File: src/hdl/bldc_pkg.sv
// constants and types for the hall commutation logic
package bldc_pkg;
  localparam int unsigned CLK_HZ            = 10_000_000;   // system clock rate
  localparam int unsigned RECHARGE_NS       = 2000;         // low-side recharge pulse, ns
  localparam int unsigned RECHARGE_CYC      = (RECHARGE_NS * (CLK_HZ / 1_000_000)) / 1000;
  localparam int unsigned STARTUP_MIN_US    = 1000;         // least start-up time, us
  localparam int unsigned STARTUP_CYC       = STARTUP_MIN_US * (CLK_HZ / 1_000_000);
  localparam int unsigned GAP_MIN_NS        = 90;           // internal least dead time, ns
  localparam int unsigned GAP_MIN_CYC       =
    ((GAP_MIN_NS * (CLK_HZ / 1_000_000) + 999) / 1000) < 1 ? 1 :
    ((GAP_MIN_NS * (CLK_HZ / 1_000_000) + 999) / 1000);
  localparam int unsigned GAP_NS_PER_KOHM   = 60;           // dead time per kohm
  localparam logic [7:0]  GAP_SEL_DEFAULT   = 8'h00;        // gap_set value, 0 = pin grounded
  localparam logic [2:0]  HALL_BAD_LO       = 3'h0;         // invalid sensor code
  localparam logic [2:0]  HALL_BAD_HI       = 3'h7;         // invalid sensor code
  typedef enum logic [1:0] {PH_FLOAT, PH_LOW, PH_MOD} phase_role_t;
  typedef enum {ST_SLEEP, ST_WAIT_SUPPLY, ST_STARTUP, ST_RUN} run_state_t;
endpackage

File: src/hdl/gate_if.sv
// requested half-bridge drive between commutation logic and gap inserter
`timescale 1ns/1ps
interface gate_if;
  logic hi_req;  // request upper gate on
  logic lo_req;  // request lower gate on
  logic hi_g;    // gapped upper gate
  logic lo_g;    // gapped lower gate
  modport src (output hi_req, output lo_req, input hi_g, input lo_g);
  modport gap (input hi_req, input lo_req, output hi_g, output lo_g);
endinterface

File: src/hdl/gap_insert.sv
// one half-bridge dead-time inserter
`timescale 1ns/1ps
module gap_insert
  import bldc_pkg::*;
(
  input  wire logic       clk_sys,  // system clock
  input  wire logic       rst,      // sync reset, high
  input  wire logic [15:0] gap_cyc, // dead time in cycles, at least one
  gate_if.gap             g         // request in, gapped gates out
);
  logic [15:0] cnt_q;  // cycles since both gates went off
  logic        hi_q;   // upper gate register
  logic        lo_q;   // lower gate register

  // a gate turns on only after both have been off for gap_cyc cycles
  always_ff @(posedge clk_sys) begin
    if (rst) begin
      hi_q  <= 1'b0;
      lo_q  <= 1'b0;
      cnt_q <= 16'h0000;
    end else if ((hi_q && !g.hi_req) || (lo_q && !g.lo_req) || (g.hi_req && g.lo_req)) begin
      hi_q  <= 1'b0;  // turn off first, both off on conflict
      lo_q  <= 1'b0;
      cnt_q <= 16'h0000;
    end else if (!hi_q && !lo_q) begin
      if (cnt_q < gap_cyc) begin
        cnt_q <= cnt_q + 16'h0001;
      end else begin
        hi_q <= g.hi_req;
        lo_q <= g.lo_req;
      end
    end
  end
  assign g.hi_g = hi_q;
  assign g.lo_g = lo_q;

  never_both_on_a: assert property (@(posedge clk_sys) disable iff (rst)
    !(hi_q && lo_q)) else $error("both gates on");
  gap_before_on_a: assert property (@(posedge clk_sys) disable iff (rst)
    $rose(hi_q) || $rose(lo_q) |-> $past(!hi_q && !lo_q) && $past(cnt_q) >= $past(gap_cyc))
    else $error("gate on without dead time");
endmodule

File: src/hdl/bldc_hall_commutation_logic.sv
// hall-driven 120-degree commutation, start-up, sleep and fault flag
`timescale 1ns/1ps
// Notes on behaviour
// - brake low: all lower gates on
// - pwm low: driven phase held low
// - pwm high: driven phase pulled high
// - modulated follows pwm, low phase, float off
// - direction 1 sensor code table
// - direction 0 sensor code table
// - sensor edge: 2 us low pulse first
// - start after supply ok, then gate supply
// - start-up 1-2 ms, gates held off
// - after start-up drive all six gates
// - sleep low disables, ignores inputs
// - sleep release reruns start-up sequence
// - fault flag low while fault present
// - dead time between complementary gates
module bldc_hall_commutation_logic
  import bldc_pkg::*;
(
  input  wire logic       clk_sys,               // internal 10 MHz clock
  input  wire logic       rst,                   // sync reset, high
  input  wire logic       supply_ok,             // input supply above lockout level
  input  wire logic       gate_supply_ok,        // gate supply above rising level
  output logic            gate_supply_en,        // enable gate supply pump
  input  wire logic       low_power_request_low, // sleep request, low active
  input  wire logic       pwm_in,                // speed pwm
  input  wire logic       dir_in,                // rotation direction
  input  wire logic       stop_request_low,      // brake request, low active
  input  wire logic       rotor_sensor_1,        // hall a
  input  wire logic       rotor_sensor_2,        // hall b
  input  wire logic       rotor_sensor_3,        // hall c
  input  wire logic       fault_detect,          // overcurrent or overtemp present
  input  wire logic [7:0] gap_set_pin,           // dead time in kohm, 0 = grounded
  output logic [2:0]      upper_gate,            // upper gates, bit0 = phase 1
  output logic [2:0]      lower_gate,            // lower gates, bit0 = phase 1
  output logic            fault_flag_low_o,      // open-drain data, always 0
  output logic            fault_flag_low_oe,     // open-drain enable, high pulls low
  output logic            running                // start-up complete
);
  // synchronisers: 3 stages, change accepted when stage 2 and 3 agree
  localparam int unsigned NSYNC = 10;  // sensors, pwm, dir, brake, sleep, fault, two supply flags
  logic [NSYNC-1:0] raw;
  logic [NSYNC-1:0] s1_q, s2_q, s3_q;
  logic [NSYNC-1:0] clean_q;   // filtered inputs
  // supply comparators are asynchronous too, so they ride the same chain
  assign raw = {supply_ok, gate_supply_ok, fault_detect, low_power_request_low,
                stop_request_low, dir_in, pwm_in,
                rotor_sensor_3, rotor_sensor_2, rotor_sensor_1};

  // three-stage input chain, stages and filtered inputs cleared to 0 on reset
  always_ff @(posedge clk_sys) begin
    if (rst) begin
      s1_q    <= '0;
      s2_q    <= '0;
      s3_q    <= '0;
      clean_q <= '0;
    end else begin
      s1_q <= raw;
      s2_q <= s1_q;
      s3_q <= s2_q;
      for (int i = 0; i < NSYNC; i++) begin
        if (s2_q[i] == s3_q[i]) clean_q[i] <= s3_q[i];
      end
    end
  end

  logic [2:0] hall;       // {a,b,c} as printed order
  logic       pwm_s, dir_s, brake_n_s, sleep_n_s, fault_s;
  assign hall      = {clean_q[0], clean_q[1], clean_q[2]};
  assign pwm_s     = clean_q[3];
  assign dir_s     = clean_q[4];
  assign brake_n_s = clean_q[5];
  assign sleep_n_s = clean_q[6];
  assign fault_s   = clean_q[7];
  logic       gate_ok_s;    // filtered gate supply good
  logic       supply_ok_s;  // filtered input supply good
  assign gate_ok_s   = clean_q[8];
  assign supply_ok_s = clean_q[9];

  // start-up and sleep sequencing
  run_state_t  state_q;
  logic [15:0] start_cnt_q;   // start-up elapsed cycles
  always_ff @(posedge clk_sys) begin
    if (rst || !supply_ok_s) begin
      state_q     <= ST_SLEEP;  // undervoltage resets logic
      start_cnt_q <= 16'h0000;
    end else if (!sleep_n_s) begin
      state_q     <= ST_SLEEP;
      start_cnt_q <= 16'h0000;
    end else begin
      case (state_q)
        ST_SLEEP: begin
          state_q <= ST_WAIT_SUPPLY;
        end
        ST_WAIT_SUPPLY: begin
          start_cnt_q <= start_cnt_q + 16'h0001;
          if (gate_ok_s) state_q <= ST_STARTUP;
        end
        ST_STARTUP: begin
          // sequence totals at least the least time, counted from wake
          if (start_cnt_q >= 16'(STARTUP_CYC)) state_q <= ST_RUN;
          else start_cnt_q <= start_cnt_q + 16'h0001;
        end
        ST_RUN: begin
          if (!gate_ok_s) state_q <= ST_WAIT_SUPPLY;  // gate supply dipped
        end
        default: state_q <= ST_SLEEP;
      endcase
    end
  end
  assign gate_supply_en = (state_q != ST_SLEEP);
  assign running        = (state_q == ST_RUN);

  // recharge pulse on any sensor transition
  logic [2:0]  hall_prev_q;
  logic [15:0] rech_cnt_q;    // remaining recharge cycles
  always_ff @(posedge clk_sys) begin
    if (rst) begin
      hall_prev_q <= 3'h0;
      rech_cnt_q  <= 16'h0000;
    end else begin
      hall_prev_q <= hall;
      if (hall != hall_prev_q) rech_cnt_q <= 16'(RECHARGE_CYC);
      else if (rech_cnt_q != 16'h0000) rech_cnt_q <= rech_cnt_q - 16'h0001;
    end
  end
  logic recharge;
  // the edge cycle itself counts, else the new phase could go high for one cycle
  assign recharge = (rech_cnt_q != 16'h0000) || (hall != hall_prev_q);

  // commutation table: role per phase
  phase_role_t role [3];
  always_comb begin
    role[0] = PH_FLOAT;
    role[1] = PH_FLOAT;
    role[2] = PH_FLOAT;
    if (dir_s) begin
      case (hall)
        3'h5: begin role[0] = PH_MOD; role[2] = PH_LOW; end
        3'h4: begin role[1] = PH_MOD; role[2] = PH_LOW; end
        3'h6: begin role[1] = PH_MOD; role[0] = PH_LOW; end
        3'h2: begin role[2] = PH_MOD; role[0] = PH_LOW; end
        3'h3: begin role[2] = PH_MOD; role[1] = PH_LOW; end
        3'h1: begin role[0] = PH_MOD; role[1] = PH_LOW; end
        default: ;
      endcase
    end else begin
      case (hall)
        3'h5: begin role[2] = PH_MOD; role[0] = PH_LOW; end
        3'h4: begin role[2] = PH_MOD; role[1] = PH_LOW; end
        3'h6: begin role[0] = PH_MOD; role[1] = PH_LOW; end
        3'h2: begin role[0] = PH_MOD; role[2] = PH_LOW; end
        3'h3: begin role[1] = PH_MOD; role[2] = PH_LOW; end
        3'h1: begin role[1] = PH_MOD; role[0] = PH_LOW; end
        default: ;
      endcase
    end
  end

  // per-phase requested gates, brake and gating on top
  logic [2:0] hi_req, lo_req;
  always_comb begin
    for (int p = 0; p < 3; p++) begin
      hi_req[p] = 1'b0;
      lo_req[p] = 1'b0;
      if (!running || fault_s) begin
        hi_req[p] = 1'b0;
      end else if (!brake_n_s) begin
        lo_req[p] = 1'b1;
      end else if (role[p] == PH_MOD) begin
        hi_req[p] = pwm_s && !recharge;
        lo_req[p] = !pwm_s || recharge;
      end else if (role[p] == PH_LOW) begin
        lo_req[p] = 1'b1;
      end
    end
  end

  // dead time from gap pin, internal least when grounded
  // strap level read unsynchronised: change it only while the gates are off
  logic [15:0] gap_cyc;
  always_comb begin
    if (gap_set_pin == GAP_SEL_DEFAULT) gap_cyc = 16'(GAP_MIN_CYC);
    else gap_cyc = 16'(((32'(gap_set_pin) * GAP_NS_PER_KOHM) * (CLK_HZ / 1_000_000)) / 1000);
    if (gap_cyc == 16'h0000) gap_cyc = 16'h0001;
  end

  // one gap inserter per half-bridge
  for (genvar p = 0; p < 3; p++) begin : g_leg
    gate_if gi ();
    assign gi.hi_req = hi_req[p];
    assign gi.lo_req = lo_req[p];
    gap_insert u_gap (
      .clk_sys (clk_sys),
      .rst     (rst),
      .gap_cyc (gap_cyc),
      .g       (gi)
    );
    assign upper_gate[p] = gi.hi_g;
    assign lower_gate[p] = gi.lo_g;
  end

  // fault flag: only ever pulled low
  logic flt_q;
  always_ff @(posedge clk_sys) begin
    if (rst) flt_q <= 1'b0;
    else flt_q <= fault_s || (state_q == ST_RUN && !gate_ok_s);
  end
  assign fault_flag_low_o  = 1'b0;
  assign fault_flag_low_oe = flt_q;

  brake_all_low_a: assert property (@(posedge clk_sys) disable iff (rst)
    running && !brake_n_s && !fault_s |=> upper_gate == 3'h0)
    else $error("upper gate on in brake");
  startup_off_a: assert property (@(posedge clk_sys) disable iff (rst)
    !running |=> upper_gate == 3'h0 && lower_gate == 3'h0)
    else $error("gate on before start-up");
  sleep_stops_a: assert property (@(posedge clk_sys) disable iff (rst)
    !sleep_n_s |=> !running) else $error("running while asleep");
  recharge_len_a: assert property (@(posedge clk_sys) disable iff (rst)
    hall != hall_prev_q |=> rech_cnt_q == 16'(RECHARGE_CYC)) else $error("bad recharge");
  bad_code_float_a: assert property (@(posedge clk_sys) disable iff (rst)
    (hall == HALL_BAD_LO || hall == HALL_BAD_HI) |-> role[0] == PH_FLOAT
    && role[1] == PH_FLOAT && role[2] == PH_FLOAT) else $error("invalid code drives");
  fault_flag_a: assert property (@(posedge clk_sys) disable iff (rst)
    fault_s |=> fault_flag_low_oe) else $error("fault flag not pulled");
  supply_en_a: assert property (@(posedge clk_sys) disable iff (rst)
    running |-> gate_supply_en) else $error("run without gate supply");
  no_hi_recharge_a: assert property (@(posedge clk_sys) disable iff (rst)
    recharge |-> hi_req == 3'h0) else $error("upper request during recharge");
  run_cov: cover property (@(posedge clk_sys) $rose(running));
  brake_cov: cover property (@(posedge clk_sys) running && !brake_n_s);
  edge_cov: cover property (@(posedge clk_sys) running && hall != hall_prev_q);
endmodule

File: config.mk
export PLATFORM = sky130hd
export DESIGN_NAME = bldc_hall_commutation_logic
export DESIGN_NICKNAME = d
export VERILOG_FILES = /design/src/hdl/bldc_pkg.sv /design/src/hdl/gate_if.sv /design/src/hdl/gap_insert.sv /design/src/hdl/bldc_hall_commutation_logic.sv
export SDC_FILE = /design/constraint.sdc
export NUM_CORES = 1
export LEC_CHECK = 0
export BUFFER_PORTS_ARGS = -buffer_cell sky130_fd_sc_hd__clkbuf_2
export CAP_MARGIN = 10
export CORE_ASPECT_RATIO = 0.5
export CORE_UTILIZATION = 40
export CTS_CLUSTER_SIZE = 16
export DETAILED_ROUTE_END_ITERATION = 16
export SETUP_SLACK_MARGIN = 0.5
export SYNTH_ARGS = -nofsm -noshare
export SYNTH_HDL_FRONTEND = slang
export SYNTH_SLANG_ARGS = --single-unit
File: constraint.sdc
create_clock -name clk_sys -period 36.1 [get_ports clk_sys]
set_input_delay 3.61 -clock clk_sys [delete_from_list [all_inputs] [get_ports clk_sys]]
set_output_delay 3.61 -clock clk_sys [all_outputs]
set_load 0.02 [all_outputs]
==> results of run 1 <==
==> flip-flops by register name (all words and copies together) (netlist names) <==
signal,cells
clean_q,10
fault_flag_low_oe,1
g_leg.u_gap.cnt_q,48
g_leg.u_gap.g.hi_g,3
g_leg.u_gap.g.lo_g,3
hall_prev_q,3
rech_cnt_q,16
s1_q,10
s2_q,10
s3_q,10
start_cnt_q,16
state_q,2
==> cells by family (layout without fill, tap and decap cells) <==
kind of cell	after synthesis	in the layout	share of synthesized area [%]
AO/OA/AOI/OAI	334	334	24.4
XOR/XNOR	61	61	5.61
adder cells (fa/ha/maj)	89	89	12.4
buffers and inverters	88	113	4.11
flip-flops	132	132	27.0
multiplexers	21	21	2.25
other	2	4	0.0768
AND/OR/NAND/NOR	452	452	24.2
==> worst max-delay path by stage <==
stage / cells past startpoint / end / start
floorplan: 40 / g_leg[2].u_gap.cnt_q[8] / gap_set_pin[3]
global placement: 39 / g_leg[2].u_gap.cnt_q[8] / gap_set_pin[1]
detailed placement: 40 / g_leg[2].u_gap.cnt_q[7] / gap_set_pin[1]
CTS: 40 / g_leg[2].u_gap.cnt_q[8] / gap_set_pin[1]
global route: 42 / g_leg[2].u_gap.cnt_q[7] / gap_set_pin[5]
finish: 41 / g_leg[2].u_gap.cnt_q[8] / gap_set_pin[1]
==> worst register-to-register path: cells and delay by family, from the launching register on <==
kind             cells  cell delay (ns)
flip-flops           1             0.35
AND/OR/NAND/NOR      7             2.13
AO/OA/AOI/OAI        2             0.68
==> Yosys cell counts (24+ instances only) <==
library cell | n | share of area (%)
xor2_1 | 28 | 2.5
nor3_1 | 30 | 1.5
a21oi_1 | 84 | 4.3
and3_1 | 26 | 1.7
nor2_1 | 84 | 3.2
xnor2_1 | 31 | 2.8
o21ai_0 | 68 | 3.5
inv_1 | 50 | 1.9
nand2_1 | 105 | 4.0
nor2b_1 | 39 | 2.5
or3_1 | 27 | 1.7
ha_1 | 71 | 9.1
and2_1 | 25 | 1.6
nand3_1 | 25 | 1.3
nor4_1 | 24 | 1.5
dfxtp_1 | 132 | 27
==> cell type report <==
cell class | count | area (sq um) | area share (%)
Multi-Input combinational cell | 961 | 6750 | 63.0
Sequential cell | 132 | 2640 | 24.7
Clock buffer | 19 | 433 | 4.04
Tap cell | 315 | 394 | 3.68
Inverter | 50 | 188 | 1.75
Timing Repair Buffer | 31 | 163 | 1.52
Clock inverter | 13 | 149 | 1.39
==> per-layer routing <==
metal | routed length, um | part of all wire, %
met2 | 10700 | 47
met4 | 423 | 1.9
met3 | 543 | 2.4
met1 | 10800 | 48
met5 | 0 | 0
==> through the flow <==
stage	hold WS [ns]	cell area, sq um	setup WS (ns)	instances	utilization (%)
4_1_cts	0.440	10700	20.32	1521	44.7
5_1_grt	0.452	10700	19.26	1521	44.7
3_3_place_gp	0.417	10100	20.16	1489	42.3
3_5_place_dp	0.427	10100	19.95	1489	42.3
6_report	0.436	10700	20.11	1521	44.7
2_1_floorplan	0.414	9790	21.82	1181	-
==> flow_summary.yaml, run 1 <==
sta:
  fin_crit_sh_pct: 44.3
  fmax_mhz: 62.5
  skew_ns: 0.0112
  finalSetupViolations: 0
  fin_tns_setup_ns: 0
  worst-slew-pin-transition_ns: 1.06
  max-slew-margin-rel_pct: 28.4
  drv_slew: 0
  final.min_clock_period_ns: 15.99
  rsz0062_at_grt: "no"
  final-hold-violation-count: 0
worst_setup_path:
  r2r_start: "rech_cnt_q[7]"
  timing.rr.end: "g_leg[2].u_gap.cnt_q[6]"
  cp_num_buf_inv: 3
  cp.arrival_ns: 16.33
  critPathMaxStageDelay_ns: 0.62
  path_class: "in2reg"
  cp_slowest_cell: "or4_1"
  rrSetupSlack_ns: 32.85
  critPathCaptureType: "flop"
  cp-start-kind: "input pin"
  path_delay_family: "compound AO/OA/AOI/OAI gates"
  reg2reg_depth: 9
  crit_path_max_fanout: 13
  required_ns: 36.44
finish:
  antennaDiodeCount: 0
  drive_gt1_share_pct: 9.04
  nets: 1298
  syn_to_final_growth_pct: 9.53
  final_common_cell: "dfxtp_1"
  final_cell_mix: "dfxtp_1 (132), nand2_1 (105), a21oi_1 (84), nor2_1 (84), ha_1 (71)"
  nFillCells: 2372
routing:
  drc: 0
  antenna_left: 0
  wl_mm: 22.5
  drtIter0Drc: 526
  vias: 8655
  via_per_inst: 5.69
  dr.pass1.iters: 5
  wl_per_cell_um: 14.8
global_route:
  grt_overflow: 0
  gr-usage-met3_pct: 2.38
  first_global_vias: 8269
  grt_use_total_pct: 18.4
  antenna_found_initial: 0
  top_usage_layer: "met2"
  grt_use_met1_pct: 24.0
  grt_pass1_wl_mm: 38.9
  globalRouteMet2Util_pct: 31.6
  grt_max_degree: 53
worst_hold_path:
  hold_end: "s2_q[7]"
  hold_path.class: "reg2reg"
  hold_path_startpoint: "s1_q[7]"
  hold_depth: 1
floorplan:
  pin_count: 30
  core_area_sq_mm: 0.0240
  die_x_um: 223
  die_h_um: 113
  start_util_pct: 40.8
  die_area_sq_mm: 0.0251
  row_count: 40
synth:
  synthArstFlopShare_pct: 0
  ys_ff_latch: 132
  ys_seq_area_share_pct: 27.0
  synth.avg_cell_area_sq_um: 8.30
  synth_enable_flop_cells: 0
  syn_area_sq_mm: 0.00978
  netlist_instances: 1179
  yosys_warnings: 0
  ys.flop_type: "dfxtp_1"
  yosysUniqueCellTypes: 104
placed_design:
  io_buffers: 28
  globalplace.congestion: 0.872
  hpwl_mm: 17.0
clock_network:
  clockBufferDepth: 2
  clock_latency_ns: 0.42
  cts.sinks: 132
  cts-root-buf: "clkbuf_16"
  h-tree-depth: 4
  numCtsBuffers: 17
  cts_resized: 0
  ctsHoldBuffers: 0
  cts_tree: "built"
  cts.clk_slew.worst_paths_ns: 0.06
  post_cts_buffers: 0
run_status:
  status: "finished clean"
flow_run:
  max-cap-violations: 0
Power of run 1 is not shown: default switching activity piles up to over one toggle a cycle in this logic, so the estimate is an artifact.
==> run 2: changes to the inputs <==
==> constraint.sdc (replaced) <==
create_clock -name clk_sys -period 14.4 [get_ports clk_sys]
set_input_delay 1.44 -clock clk_sys [delete_from_list [all_inputs] [get_ports clk_sys]]
set_output_delay 1.44 -clock clk_sys [all_outputs]
set_load 0.02 [all_outputs]
==> run 2 against run 1 <==
Setup slack lost 19 ns. Utilization increased by 0.52 points. Clock skew rose by 0.0011 ns. Via count is 0.20% higher. Die area unchanged. Non-clock buffer count grew 4. Final cell count is 0.33% higher. Register-to-register slack got worse by 22 ns. First-iteration DRC count shrank 4.4%. Wire length increased by 0.30%. Flip-flop and latch count unchanged. Design area up 1.2%. Critical path type unchanged. Critical endpoint unchanged.
==> flow_summary.yaml, run 2 (synthesis gave the netlist of run 1 again) <==
run_status:
  status: "finished clean"
floorplan:
  die_h_um: 113
  row_count: 40
  pin_count: 30
  die_area_sq_mm: 0.0251
  start_util_pct: 40.8
  die_x_um: 223
  core_area_sq_mm: 0.0240
sta:
  final.min_clock_period_ns: 13.09
  drv_slew: 0
  fin_crit_sh_pct: 90.9
  fmax_mhz: 76.4
  finalSetupViolations: 0
  rsz0062_at_grt: "no"
  final-hold-violation-count: 0
  max-slew-margin-rel_pct: 28.1
  skew_ns: 0.0123
  fin_tns_setup_ns: 0
  worst-slew-pin-transition_ns: 1.07
finish:
  antennaDiodeCount: 0
  largest_register_ffs: 48
  top_regs: "g_leg.u_gap.cnt_q (48), rech_cnt_q (16), start_cnt_q (16)"
  regMostFlops: "g_leg.u_gap.cnt_q"
  syn_to_final_growth_pct: 10.8
  nets: 1303
  nFillCells: 2331
  drive_gt1_share_pct: 9.99
  final_common_cell: "dfxtp_1"
  finish.utilization_pct: 45.2
  stdcell_count: 1526
  fin_area_sq_mm: 0.0108
  final_cell_mix: "dfxtp_1 (132), nand2_1 (105), a21oi_1 (84), nor2_1 (84), ha_1 (71)"
clock_network:
  ctsHoldBuffers: 0
  cts.sinks: 132
  h-tree-depth: 4
  clock_latency_ns: 0.43
  clockBufferDepth: 2
  cts_tree: "built"
  cts.clk_slew.worst_paths_ns: 0.06
  numCtsBuffers: 17
  cts-root-buf: "clkbuf_16"
worst_setup_path:
  cp.arrival_ns: 13.44
  cp-start-kind: "input pin"
  critPathMaxStageDelay_ns: 0.56
  cp_num_buf_inv: 3
  required_ns: 14.75
  crit_path_max_fanout: 13
  cp_slowest_cell: "or4_1"
  path_delay_family: "compound AO/OA/AOI/OAI gates"
  path_class: "in2reg"
  critPathCaptureType: "flop"
flow_run:
  max-cap-violations: 0
global_route:
  first_global_vias: 8347
  antenna_found_initial: 0
  grt_use_total_pct: 18.5
  grt_max_degree: 53
  grt_overflow: 0
  grt_pass1_wl_mm: 39.0
placed_design:
  io_buffers: 28
  globalplace.congestion: 0.866
  placed_area_sq_mm: 0.0102
  hpwl_mm: 17.0
  dpl.cell_count: 1492
routing:
  drtIter0Drc: 503
  vias: 8672
  wl_mm: 22.5
  wl_per_cell_um: 14.8
  dr.pass1.iters: 5
  antenna_left: 0
  via_per_inst: 5.68
  drc: 0
worst_hold_path:
  hold_path.class: "reg2reg"
## run 2: per-layer routing
metal | wire (um) | global-route usage, %
met3 | 609 | 2.80
met5 | 0 | 0
met2 | 10600 | 31.5
met4 | 465 | 6.57
met1 | 10800 | 23.8
## run 2: worst paths after layout
check	cells after the start	slack, ns	from	to
worst max register to register	9	11.21	rech_cnt_q[7]	g_leg[2].u_gap.cnt_q[5]
worst min-delay path	1	0.44	s1_q[3]	s2_q[3]
worst min register to register	1	0.44	s1_q[3]	s2_q[3]
worst max-delay path	41	1.31	gap_set_pin[1]	g_leg[2].u_gap.cnt_q[8]
## run 2: final cells by class
type                    instances  area [sq um]  share of cell area [%]
inverters                      50           188                    1.73
well taps                     315           394                    3.64
repair buffers                 35           193                    1.78
clock inverters                14           168                    1.55
flip-flops and latches        132          2640                    24.4
clock buffers                  18           439                    4.05
multi-input cells             962          6820                    62.9
## run 2: stage by stage
stage | hold slack, ns | setup slack (ns)
finish | 0.437 | 1.31
global route | 0.454 | 0.493
detailed placement | 0.425 | 0.436
floorplan | 0.414 | 2.29
global placement | 0.417 | 0.705
CTS | 0.443 | 0.845
## run 2: timing repair
action / in CTS / in global routing
endpoints found under the setup margin: 0 / 22
gates resized for setup: 0 / 9
setup buffers: 0 / 1
Power of run 2 is left out for the same reason.
